[src/ofp_pkg.sv]
// Purpose: Constants, types and register map for the five-stage overfrequency element
// Assumes: 50 MHz system clock; measurements arrive already filtered, on the same clock
// Notes: Frequencies in mHz, per-unit quantities in thousandths of rated value
// What this block does
// Five independent definite-time stages, each switchable
// Frequency from up to three voltage signals
// Only signals above stage undervoltage threshold count
// Pickup needs condition on every live signal
// Pickup and trip reported separately per stage
// Pickup when frequency exceeds stage threshold
// Reset level fixed 20 mHz below pickup
// Threshold per unit times 50 or 60 Hz
// Thresholds allowed above or below rated frequency
// Trip after constant delay; zero trips at once
// Reset at once below reset level
// Per-stage block plus general block input
// Undervoltage block only when all signals low
// Undervoltage block resets a picked-up stage
// Blocked flag plus separate undervoltage-blocked flag
// Health alarm, no operation, on bad channel
// Blocked stage: no pickup, trip; timer cleared
// Upstream supplies filtered frequency and magnitudes
// Delay 0 to 120000 ms, default 200
// Threshold 0.8 to 1.2 pu, default 1.05
// Undervoltage threshold 0.15 to 1.0, default 0.8
package ofp_pkg;
    localparam int NUM_STAGES = 5;
    localparam int NUM_SIGNALS = 3;
    localparam int FREQ_W = 17;
    localparam int PU_W = 11;
    localparam int MAG_W = 12;
    localparam int DLY_W = 17;
    localparam int SUB_W = 16;
    localparam int ADDR_W = 8;
    localparam int DATA_W = 32;

    // Setting ranges and factory values
    localparam logic [PU_W-1:0] THR_MIN = 11'h320;
    localparam logic [PU_W-1:0] THR_MAX = 11'h4b0;
    localparam logic [PU_W-1:0] THR_RESET = 11'h41a;
    localparam logic [PU_W-1:0] UV_MIN = 11'h096;
    localparam logic [PU_W-1:0] UV_MAX = 11'h3e8;
    localparam logic [PU_W-1:0] UV_RESET = 11'h320;
    localparam logic [DLY_W-1:0] DLY_MAX = 17'h1d4c0;
    localparam logic [DLY_W-1:0] DLY_RESET = 17'h000c8;
    localparam logic [FREQ_W-1:0] DROPOUT_MHZ = 17'h00014;
    localparam logic [FREQ_W-1:0] RATED_LOW_HZ = 17'h00032;
    localparam logic [FREQ_W-1:0] RATED_HIGH_HZ = 17'h0003c;

    // Timing
    localparam int CLK_HZ = 50_000_000;
    localparam int MS_PER_S = 1000;
    localparam int CYCLES_PER_MS = CLK_HZ / MS_PER_S;

    // Register map: stage s occupies address s*0x10 from 0x00, one word per field
    localparam logic [ADDR_W-1:0] STAGE_LAST_ADDR = 8'h4c;
    localparam logic [1:0] FLD_ENABLE = 2'h0;
    localparam logic [1:0] FLD_FREQ = 2'h1;
    localparam logic [1:0] FLD_DELAY = 2'h2;
    localparam logic [1:0] FLD_UV = 2'h3;
    localparam logic [ADDR_W-1:0] CONFIG_ADDR = 8'h50;
    localparam logic [ADDR_W-1:0] STATUS_ADDR = 8'h54;

    // Config fields
    localparam int CFG_RATED_BIT = 0;
    localparam int CFG_ASSIGNED_BIT = 1;
    localparam int CFG_NEUTRAL_BIT = 2;
    localparam int CFG_PRESENT_LSB = 3;
    localparam int CFG_W = 6;
    localparam logic [CFG_W-1:0] CONFIG_RESET = 6'h00;

    // Status fields
    localparam int STS_PICKUP_LSB = 0;
    localparam int STS_TRIP_LSB = 8;
    localparam int STS_INHIB_LSB = 16;
    localparam int STS_LOWV_LSB = 24;
    localparam int STS_HEALTH_BIT = 31;

    typedef struct packed {
        logic [FREQ_W-1:0] freq_mhz;
        logic [MAG_W-1:0] mag;
    } meas_t;

    typedef struct packed {
        logic [ADDR_W-1:0] addr;
        logic [DATA_W-1:0] wdata;
        logic wr;
        logic rd;
    } reg_req_t;

    typedef struct packed {
        logic [NUM_STAGES-1:0] pickup;
        logic [NUM_STAGES-1:0] trip;
        logic [NUM_STAGES-1:0] inhibited;
        logic [NUM_STAGES-1:0] low_voltage_inhibited;
    } stage_flags_t;

    typedef enum logic [2:0] {
        STAGE_IDLE = 3'b001,
        STAGE_TIMING = 3'b010,
        STAGE_TRIPPED = 3'b100
    } stage_state_t;

    function automatic logic [DATA_W-1:0] clamp(input logic [DATA_W-1:0] v,
                                                input logic [DATA_W-1:0] lo,
                                                input logic [DATA_W-1:0] hi);
        logic [DATA_W-1:0] r;
        r = v;
        if (v < lo) begin
            r = lo;
        end else if (v > hi) begin
            r = hi;
        end
        return r;
    endfunction : clamp
endpackage : ofp_pkg

[src/overfreq_stages.sv]
// Purpose: Five-stage definite-time overfrequency element with undervoltage and user blocking
// Assumes: Measurement and block inputs are produced by logic on i_clk_sys
// Notes: Settings live in a small register file; out-of-range writes are clamped
module overfreq_stages #(
    parameter int CYCLES_PER_MS = ofp_pkg::CYCLES_PER_MS
) (
    // Clock and reset
    input wire logic i_clk_sys,
    input wire logic i_rst_n,
    // Register port
    input wire ofp_pkg::reg_req_t i_reg_req,
    output logic [ofp_pkg::DATA_W-1:0] o_reg_rdata,
    // Measurements, one per voltage signal
    input wire ofp_pkg::meas_t [ofp_pkg::NUM_SIGNALS-1:0] i_meas,
    // Block inputs
    input wire logic [ofp_pkg::NUM_STAGES-1:0] i_stage_inhibit_input,
    input wire logic i_general_inhibit_input,
    // Stage indications
    output ofp_pkg::stage_flags_t o_stage_flags,
    output logic o_health_alarm
);
    localparam int NS = ofp_pkg::NUM_STAGES;
    localparam int NV = ofp_pkg::NUM_SIGNALS;
    localparam logic [ofp_pkg::SUB_W-1:0] SUB_LAST = ofp_pkg::SUB_W'(CYCLES_PER_MS - 1);

    logic [NS-1:0] stage_enable_setting;
    logic [NS-1:0] next_stage_enable_setting;
    logic [ofp_pkg::PU_W-1:0] stage_frequency_threshold [NS];
    logic [ofp_pkg::PU_W-1:0] next_stage_frequency_threshold [NS];
    logic [ofp_pkg::DLY_W-1:0] stage_trip_delay [NS];
    logic [ofp_pkg::DLY_W-1:0] next_stage_trip_delay [NS];
    logic [ofp_pkg::PU_W-1:0] stage_low_voltage_threshold [NS];
    logic [ofp_pkg::PU_W-1:0] next_stage_low_voltage_threshold [NS];
    logic [ofp_pkg::CFG_W-1:0] config_reg;
    logic [ofp_pkg::CFG_W-1:0] next_config_reg;
    logic [ofp_pkg::DATA_W-1:0] next_reg_rdata;

    logic [ofp_pkg::FREQ_W-1:0] rated_hz;
    logic [NV-1:0] present;
    logic [ofp_pkg::DATA_W-1:0] status_word;

    // Register file: word-aligned accesses only, unmapped reads return zero
    always_comb begin
        logic is_stage;
        logic [3:0] sel;
        logic [1:0] fld;
        is_stage = (i_reg_req.addr <= ofp_pkg::STAGE_LAST_ADDR) && (i_reg_req.addr[1:0] == 2'h0);
        sel = i_reg_req.addr[7:4];
        fld = i_reg_req.addr[3:2];
        next_stage_enable_setting = stage_enable_setting;
        next_config_reg = config_reg;
        next_reg_rdata = '0;
        for (int s = 0; s < NS; s++) begin
            next_stage_frequency_threshold[s] = stage_frequency_threshold[s];
            next_stage_trip_delay[s] = stage_trip_delay[s];
            next_stage_low_voltage_threshold[s] = stage_low_voltage_threshold[s];
            if (is_stage && sel == 4'(s)) begin
                if (i_reg_req.wr) begin
                    case (fld)
                        ofp_pkg::FLD_ENABLE: next_stage_enable_setting[s] = i_reg_req.wdata[0];
                        ofp_pkg::FLD_FREQ: next_stage_frequency_threshold[s] = ofp_pkg::PU_W'(ofp_pkg::clamp(
                            i_reg_req.wdata, 32'(ofp_pkg::THR_MIN), 32'(ofp_pkg::THR_MAX)));
                        ofp_pkg::FLD_DELAY: next_stage_trip_delay[s] = ofp_pkg::DLY_W'(ofp_pkg::clamp(
                            i_reg_req.wdata, 32'h0, 32'(ofp_pkg::DLY_MAX)));
                        ofp_pkg::FLD_UV: next_stage_low_voltage_threshold[s] = ofp_pkg::PU_W'(ofp_pkg::clamp(
                            i_reg_req.wdata, 32'(ofp_pkg::UV_MIN), 32'(ofp_pkg::UV_MAX)));
                        default: next_stage_enable_setting[s] = stage_enable_setting[s];
                    endcase
                end
                if (i_reg_req.rd) begin
                    case (fld)
                        ofp_pkg::FLD_ENABLE: next_reg_rdata = 32'(stage_enable_setting[s]);
                        ofp_pkg::FLD_FREQ: next_reg_rdata = 32'(stage_frequency_threshold[s]);
                        ofp_pkg::FLD_DELAY: next_reg_rdata = 32'(stage_trip_delay[s]);
                        ofp_pkg::FLD_UV: next_reg_rdata = 32'(stage_low_voltage_threshold[s]);
                        default: next_reg_rdata = '0;
                    endcase
                end
            end
        end
        if (i_reg_req.addr == ofp_pkg::CONFIG_ADDR) begin
            if (i_reg_req.wr) begin
                next_config_reg = i_reg_req.wdata[ofp_pkg::CFG_W-1:0];
            end
            if (i_reg_req.rd) begin
                next_reg_rdata = 32'(config_reg);
            end
        end
        if (i_reg_req.addr == ofp_pkg::STATUS_ADDR && i_reg_req.rd) begin
            next_reg_rdata = status_word;
        end
    end

    always_ff @(posedge i_clk_sys) begin
        if (!i_rst_n) begin
            stage_enable_setting <= '0;
            config_reg <= ofp_pkg::CONFIG_RESET;
            o_reg_rdata <= '0;
            for (int s = 0; s < NS; s++) begin
                stage_frequency_threshold[s] <= ofp_pkg::THR_RESET;
                stage_trip_delay[s] <= ofp_pkg::DLY_RESET;
                stage_low_voltage_threshold[s] <= ofp_pkg::UV_RESET;
            end
        end else begin
            stage_enable_setting <= next_stage_enable_setting;
            config_reg <= next_config_reg;
            o_reg_rdata <= next_reg_rdata;
            for (int s = 0; s < NS; s++) begin
                stage_frequency_threshold[s] <= next_stage_frequency_threshold[s];
                stage_trip_delay[s] <= next_stage_trip_delay[s];
                stage_low_voltage_threshold[s] <= next_stage_low_voltage_threshold[s];
            end
        end
    end

    // Channel configuration decides health; a neutral channel carries no usable frequency
    assign o_health_alarm = ~config_reg[ofp_pkg::CFG_ASSIGNED_BIT] | config_reg[ofp_pkg::CFG_NEUTRAL_BIT];
    assign rated_hz = config_reg[ofp_pkg::CFG_RATED_BIT] ? ofp_pkg::RATED_HIGH_HZ : ofp_pkg::RATED_LOW_HZ;
    assign present = config_reg[ofp_pkg::CFG_PRESENT_LSB +: NV];

    always_comb begin
        status_word = '0;
        status_word[ofp_pkg::STS_PICKUP_LSB +: NS] = o_stage_flags.pickup;
        status_word[ofp_pkg::STS_TRIP_LSB +: NS] = o_stage_flags.trip;
        status_word[ofp_pkg::STS_INHIB_LSB +: NS] = o_stage_flags.inhibited;
        status_word[ofp_pkg::STS_LOWV_LSB +: NS] = o_stage_flags.low_voltage_inhibited;
        status_word[ofp_pkg::STS_HEALTH_BIT] = o_health_alarm;
    end

    for (genvar s = 0; s < NS; s++) begin : g_stage
        logic [ofp_pkg::FREQ_W-1:0] pick_lvl;
        logic [ofp_pkg::FREQ_W-1:0] reset_lvl;
        logic [NV-1:0] live;
        logic [NV-1:0] low;
        logic [NV-1:0] above;
        logic cond;
        logic uv_block;
        logic inhibit;
        logic run;
        ofp_pkg::stage_state_t state;
        ofp_pkg::stage_state_t next_state;
        logic [ofp_pkg::SUB_W-1:0] sub;
        logic [ofp_pkg::SUB_W-1:0] next_sub;
        logic [ofp_pkg::DLY_W-1:0] ms;
        logic [ofp_pkg::DLY_W-1:0] next_ms;
        logic inhibited;
        logic next_inhibited;
        logic low_v;
        logic next_low_v;

        always_comb begin
            pick_lvl = ofp_pkg::FREQ_W'(stage_frequency_threshold[s]) * rated_hz;
            reset_lvl = pick_lvl - ofp_pkg::DROPOUT_MHZ;
            for (int i = 0; i < NV; i++) begin
                live[i] = present[i] &&
                    (i_meas[i].mag > ofp_pkg::MAG_W'(stage_low_voltage_threshold[s]));
                low[i] = i_meas[i].mag < ofp_pkg::MAG_W'(stage_low_voltage_threshold[s]);
                // Picked-up stages hold until below the reset level, idle ones need the pickup level
                above[i] = (state == ofp_pkg::STAGE_IDLE) ? (i_meas[i].freq_mhz > pick_lvl)
                                                          : (i_meas[i].freq_mhz >= reset_lvl);
            end
            cond = (|live) && (&(above | ~live));
            uv_block = &(low | ~present);
            inhibit = i_stage_inhibit_input[s] | i_general_inhibit_input | uv_block;
            run = stage_enable_setting[s] & ~o_health_alarm & ~inhibit;
            next_inhibited = stage_enable_setting[s] & ~o_health_alarm & inhibit;
            next_low_v = stage_enable_setting[s] & ~o_health_alarm & uv_block;
            next_state = state;
            next_sub = sub;
            next_ms = ms;
            if (!run || !cond) begin
                // Immediate reset with timer cleared, also when undervoltage bites mid-timing
                next_state = ofp_pkg::STAGE_IDLE;
                next_sub = '0;
                next_ms = '0;
            end else begin
                case (state)
                    ofp_pkg::STAGE_IDLE: begin
                        next_sub = '0;
                        next_ms = '0;
                        next_state = (stage_trip_delay[s] == '0) ? ofp_pkg::STAGE_TRIPPED
                                                                 : ofp_pkg::STAGE_TIMING;
                    end
                    ofp_pkg::STAGE_TIMING: begin
                        next_sub = sub + 1'b1;
                        if (sub == SUB_LAST) begin
                            next_sub = '0;
                            next_ms = ms + 1'b1;
                            if (next_ms >= stage_trip_delay[s]) begin
                                next_state = ofp_pkg::STAGE_TRIPPED;
                            end
                        end
                    end
                    ofp_pkg::STAGE_TRIPPED: next_state = ofp_pkg::STAGE_TRIPPED;
                    default: next_state = ofp_pkg::STAGE_IDLE;
                endcase
            end
        end

        always_ff @(posedge i_clk_sys) begin
            if (!i_rst_n) begin
                state <= ofp_pkg::STAGE_IDLE;
                sub <= '0;
                ms <= '0;
                inhibited <= 1'b0;
                low_v <= 1'b0;
            end else begin
                state <= next_state;
                sub <= next_sub;
                ms <= next_ms;
                inhibited <= next_inhibited;
                low_v <= next_low_v;
            end
        end

        // Flags decode straight from one-hot state bits, so they stay flop outputs
        assign o_stage_flags.pickup[s] = ~state[0];
        assign o_stage_flags.trip[s] = state[2];
        assign o_stage_flags.inhibited[s] = inhibited;
        assign o_stage_flags.low_voltage_inhibited[s] = low_v;
    end
endmodule : overfreq_stages

[config.mk]
export PLATFORM = sky130hd
export DESIGN_NAME = overfreq_stages
export DESIGN_NICKNAME = d
export VERILOG_FILES = /design/src/ofp_pkg.sv /design/src/overfreq_stages.sv
export SDC_FILE = /design/constraint.sdc
export NUM_CORES = 2
export LEC_CHECK = 0
export ABC_AREA = 0
export BUFFER_PORTS_ARGS = -buffer_cell sky130_fd_sc_hd__clkbuf_2
export CAP_MARGIN = 20
export CORE_AREA = 2 2 266 295
export DETAILED_ROUTE_END_ITERATION = 8
export DIE_AREA = 0 0 268 297
export PLACE_DENSITY_LB_ADDON = 0.2
export SLEW_MARGIN = 20
export SYNTH_ARGS = -nofsm -noshare
export SYNTH_HDL_FRONTEND = slang
export SYNTH_SLANG_ARGS = --single-unit
[constraint.sdc]
create_clock -name i_clk_sys -period 11.9 [get_ports i_clk_sys]
set_input_delay 2.975 -clock i_clk_sys [delete_from_list [all_inputs] [get_ports i_clk_sys]]
set_output_delay 2.975 -clock i_clk_sys [all_outputs]
set_load 0.01 [all_outputs]
==> flow_summary.ini <==
[sta]
rsz0062_at_grt = no
finClkSkew_ns = 0.03531
fmax_ghz = 0.1196
setup-tns-final_ns = 0
slew_viol_final = 0
finalHoldViolations = 0
setup_viol = 0
period_share_pct = 70.25
post-route-min-period_ns = 8.360
hold_ws_ns = 0.4595
max_slew.worst_pin.slew_ns = 1.210
slew_headroom_pct = 18.50

[layout]
layout-drive-gt1-share_pct = 6.644
fillers = 6914
fin_cells = 7049
multi_input_area_um2 = 35060
syn_to_final_growth_pct = 7.167
reg_top3 = g_stage.ms x85, stage_trip_delay x85, g_stage.sub x80
seq_area_um2 = 8472
nets = 6995

[setup_path]
regToRegSetupSlack_ns = 3.54
end_kind = flip-flop
crit_fanout = 62
startpoint_type = flip-flop
cp-startpoint = config_reg[0]
cp_slowest_stage_delay_ns = 0.64
r2r_cells = 26
critPathKind = reg -> reg
cp.arrival_ns = 8.81
r2r-start = config_reg[0]
r2r-end = g_stage[0].ms[15]
cp.required_ns = 12.35
slowest_stage = dfxtp_4

[synthesis]
ys_warn_count = 0
ys.flop_type = dfxtp_1
synth_cell_types = 103
async_reset_ff_share_pct = 0
syn_area_per_cell_um2 = 7.865
synth-edff-count = 0
syn_inst = 5895
syn-cell-area_um2 = 46370
ys_seq_area_share_pct = 18.26
synth_seq_cells = 423

[global_routing]
grt_usage_pct = 40.94
antenna_found_initial = 14
grt_pass1_vias = 43560
overflow = 0
grt_max_degree = 87
grt_pass1_wl_um = 253400

[min_path]
min_from = g_stage[1].inhibited
hold_path_depth = 1
hp-class = reg -> reg
holdPathEnd = o_reg_rdata[17]

[power]
cellLeakagePower_nw = 22.18
ir_drop_v = 0.00008834
power.density_nw_per_um2 = 80.50
total_power_mw = 4.000

[floorplanning]
fp.dieW_um = 268
row_count = 107
dieArea_um2 = 79600
fp.dieH_um = 297
initial_utilization_pct = 60.44
io_pins = 190
fp.coreArea_um2 = 76710

[route]
wire_per_inst_um = 23.67
vias = 46570
wl_met2_um = 69840
drt-pass1-iter-count = 7
drt-met1-wl_um = 66230
drtIter0Drc = 5398
wl_met3_um = 19270
drt-vias-per-instance = 6.606
drc = 0
ant_nets = 0
wirelength_um = 166900
routed.top_layer = met5

[placed_design]
gp_congestion = 1.021
portBuffers = 184
placed_cells = 6953
post-dp-hpwl_um = 129400

[clock_tree]
root_buffer = clkbuf_16
cts_resized = 0
clk_pin_slew_worst_paths_ns = 0.06
cts_hold_buf = 0
cts_tree = done
clk_latency_ns = 0.62
postCtsSetupRepairBufs = 0
cts_max_level = 2
cts_buffer_depth = 3
cts_buffers = 47
cts.sink_count = 423

[outcome]
status = finished clean

[job]
cap_violations = 0
[cell usage in the layout (no fill, tap or decap), drive strengths merged, types with 88 or more instances in the layout]
cell type	count
clkbuf	245
fa	135
nand3	174
a21oi	428
o21ai	350
ha	755
o211ai	104
and3	123
nand2	500
dfxtp	423
nor3	171
a21o	120
inv	529
xor2	88
nor2	399
xnor2	123
a211oi	127
nand4	96
[kinds of logic after synthesis]
kind of cell	synth area share [%]
other cells	0.01620
simple gates	20.62
xor+xnor	4.075
buf+inv	6.627
mux	0.7826
fa+ha+maj	26.68
compound gates	22.94
flops	18.26
[synthesized netlist by cell type (120+ instances only)]
| cell type | n | area, µm² |
|---|---|---|
| nor3_1 | 170 | 850.8 |
| fa_1 | 135 | 2703 |
| ha_1 | 755 | 9447 |
| dfxtp_1 | 423 | 8468 |
| xnor2_1 | 123 | 1077 |
| inv_1 | 526 | 1974 |
| nor2_1 | 399 | 1498 |
| a21oi_1 | 428 | 2142 |
| o21ai_0 | 348 | 1742 |
| and3_1 | 123 | 769.5 |
| nand3_1 | 174 | 870.8 |
| nand2_1 | 500 | 1877 |
| a21o_1 | 120 | 900.9 |
| clkbuf_1 | 199 | 747.0 |
| a211oi_1 | 125 | 938.4 |
[stage by stage]
step,utilization (%),instance area (µm²),setup slack (ns)
detailed placement,62.62,48030,3.660
global route,64.75,49670,2.956
floorplan,-,46570,4.135
CTS,64.71,49640,3.646
global placement,62.62,48030,3.861
finish,64.77,49690,3.540
[cell type report]
| type | count | area share (%) |
|---|---|---|
| multi-input combinational | 4740 | 70.57 |
| sequential | 423 | 17.05 |
| inverter | 529 | 4.001 |
| tap | 1035 | 2.606 |
| clock buffer | 62 | 2.601 |
| timing repair buffer | 227 | 2.503 |
| clock inverter | 24 | 0.6270 |
| antenna | 9 | 0.04532 |
[power breakdown]
group | switching, mW | internal, mW | total, mW
Sequential | 0.000913 | 1.42 | 1.42
Clock | 0.656 | 0.882 | 1.54
Combinational | 0.656 | 0.389 | 1.04
Total | 1.31 | 2.69 | 4.00
[critical path: cells and delay by family (launching register included)]
kind | cells | cell delay [ns]
buf+inv | 5 | 1.17
flops | 1 | 0.64
simple gates | 6 | 1.02
fa+ha+maj | 8 | 3.33
xor+xnor | 1 | 0.28
compound gates | 6 | 1.65
[how the worst max path moves through the flow]
stage                           to  slack, ns  depth (start not counted)
3_3_place_gp   g_stage[0].state[2]       3.86                         24
2_1_floorplan  g_stage[2].state[0]       4.14                         32
6_report         g_stage[0].ms[15]       3.54                         26
5_1_grt          g_stage[4].ms[16]       2.96                         27
4_1_cts          g_stage[0].ms[15]       3.65                         26
3_5_place_dp     g_stage[0].sub[0]       3.66                         26
[metal layers]
metal / track usage, % / vias up
li1: - / 21470
met1: 53.61 / 21860
met2: 61.13 / 2576
met3: 10.26 / 643
met4: 23.22 / 16
met5: 0.06143 / -
(Power assumes the default switching activity.)
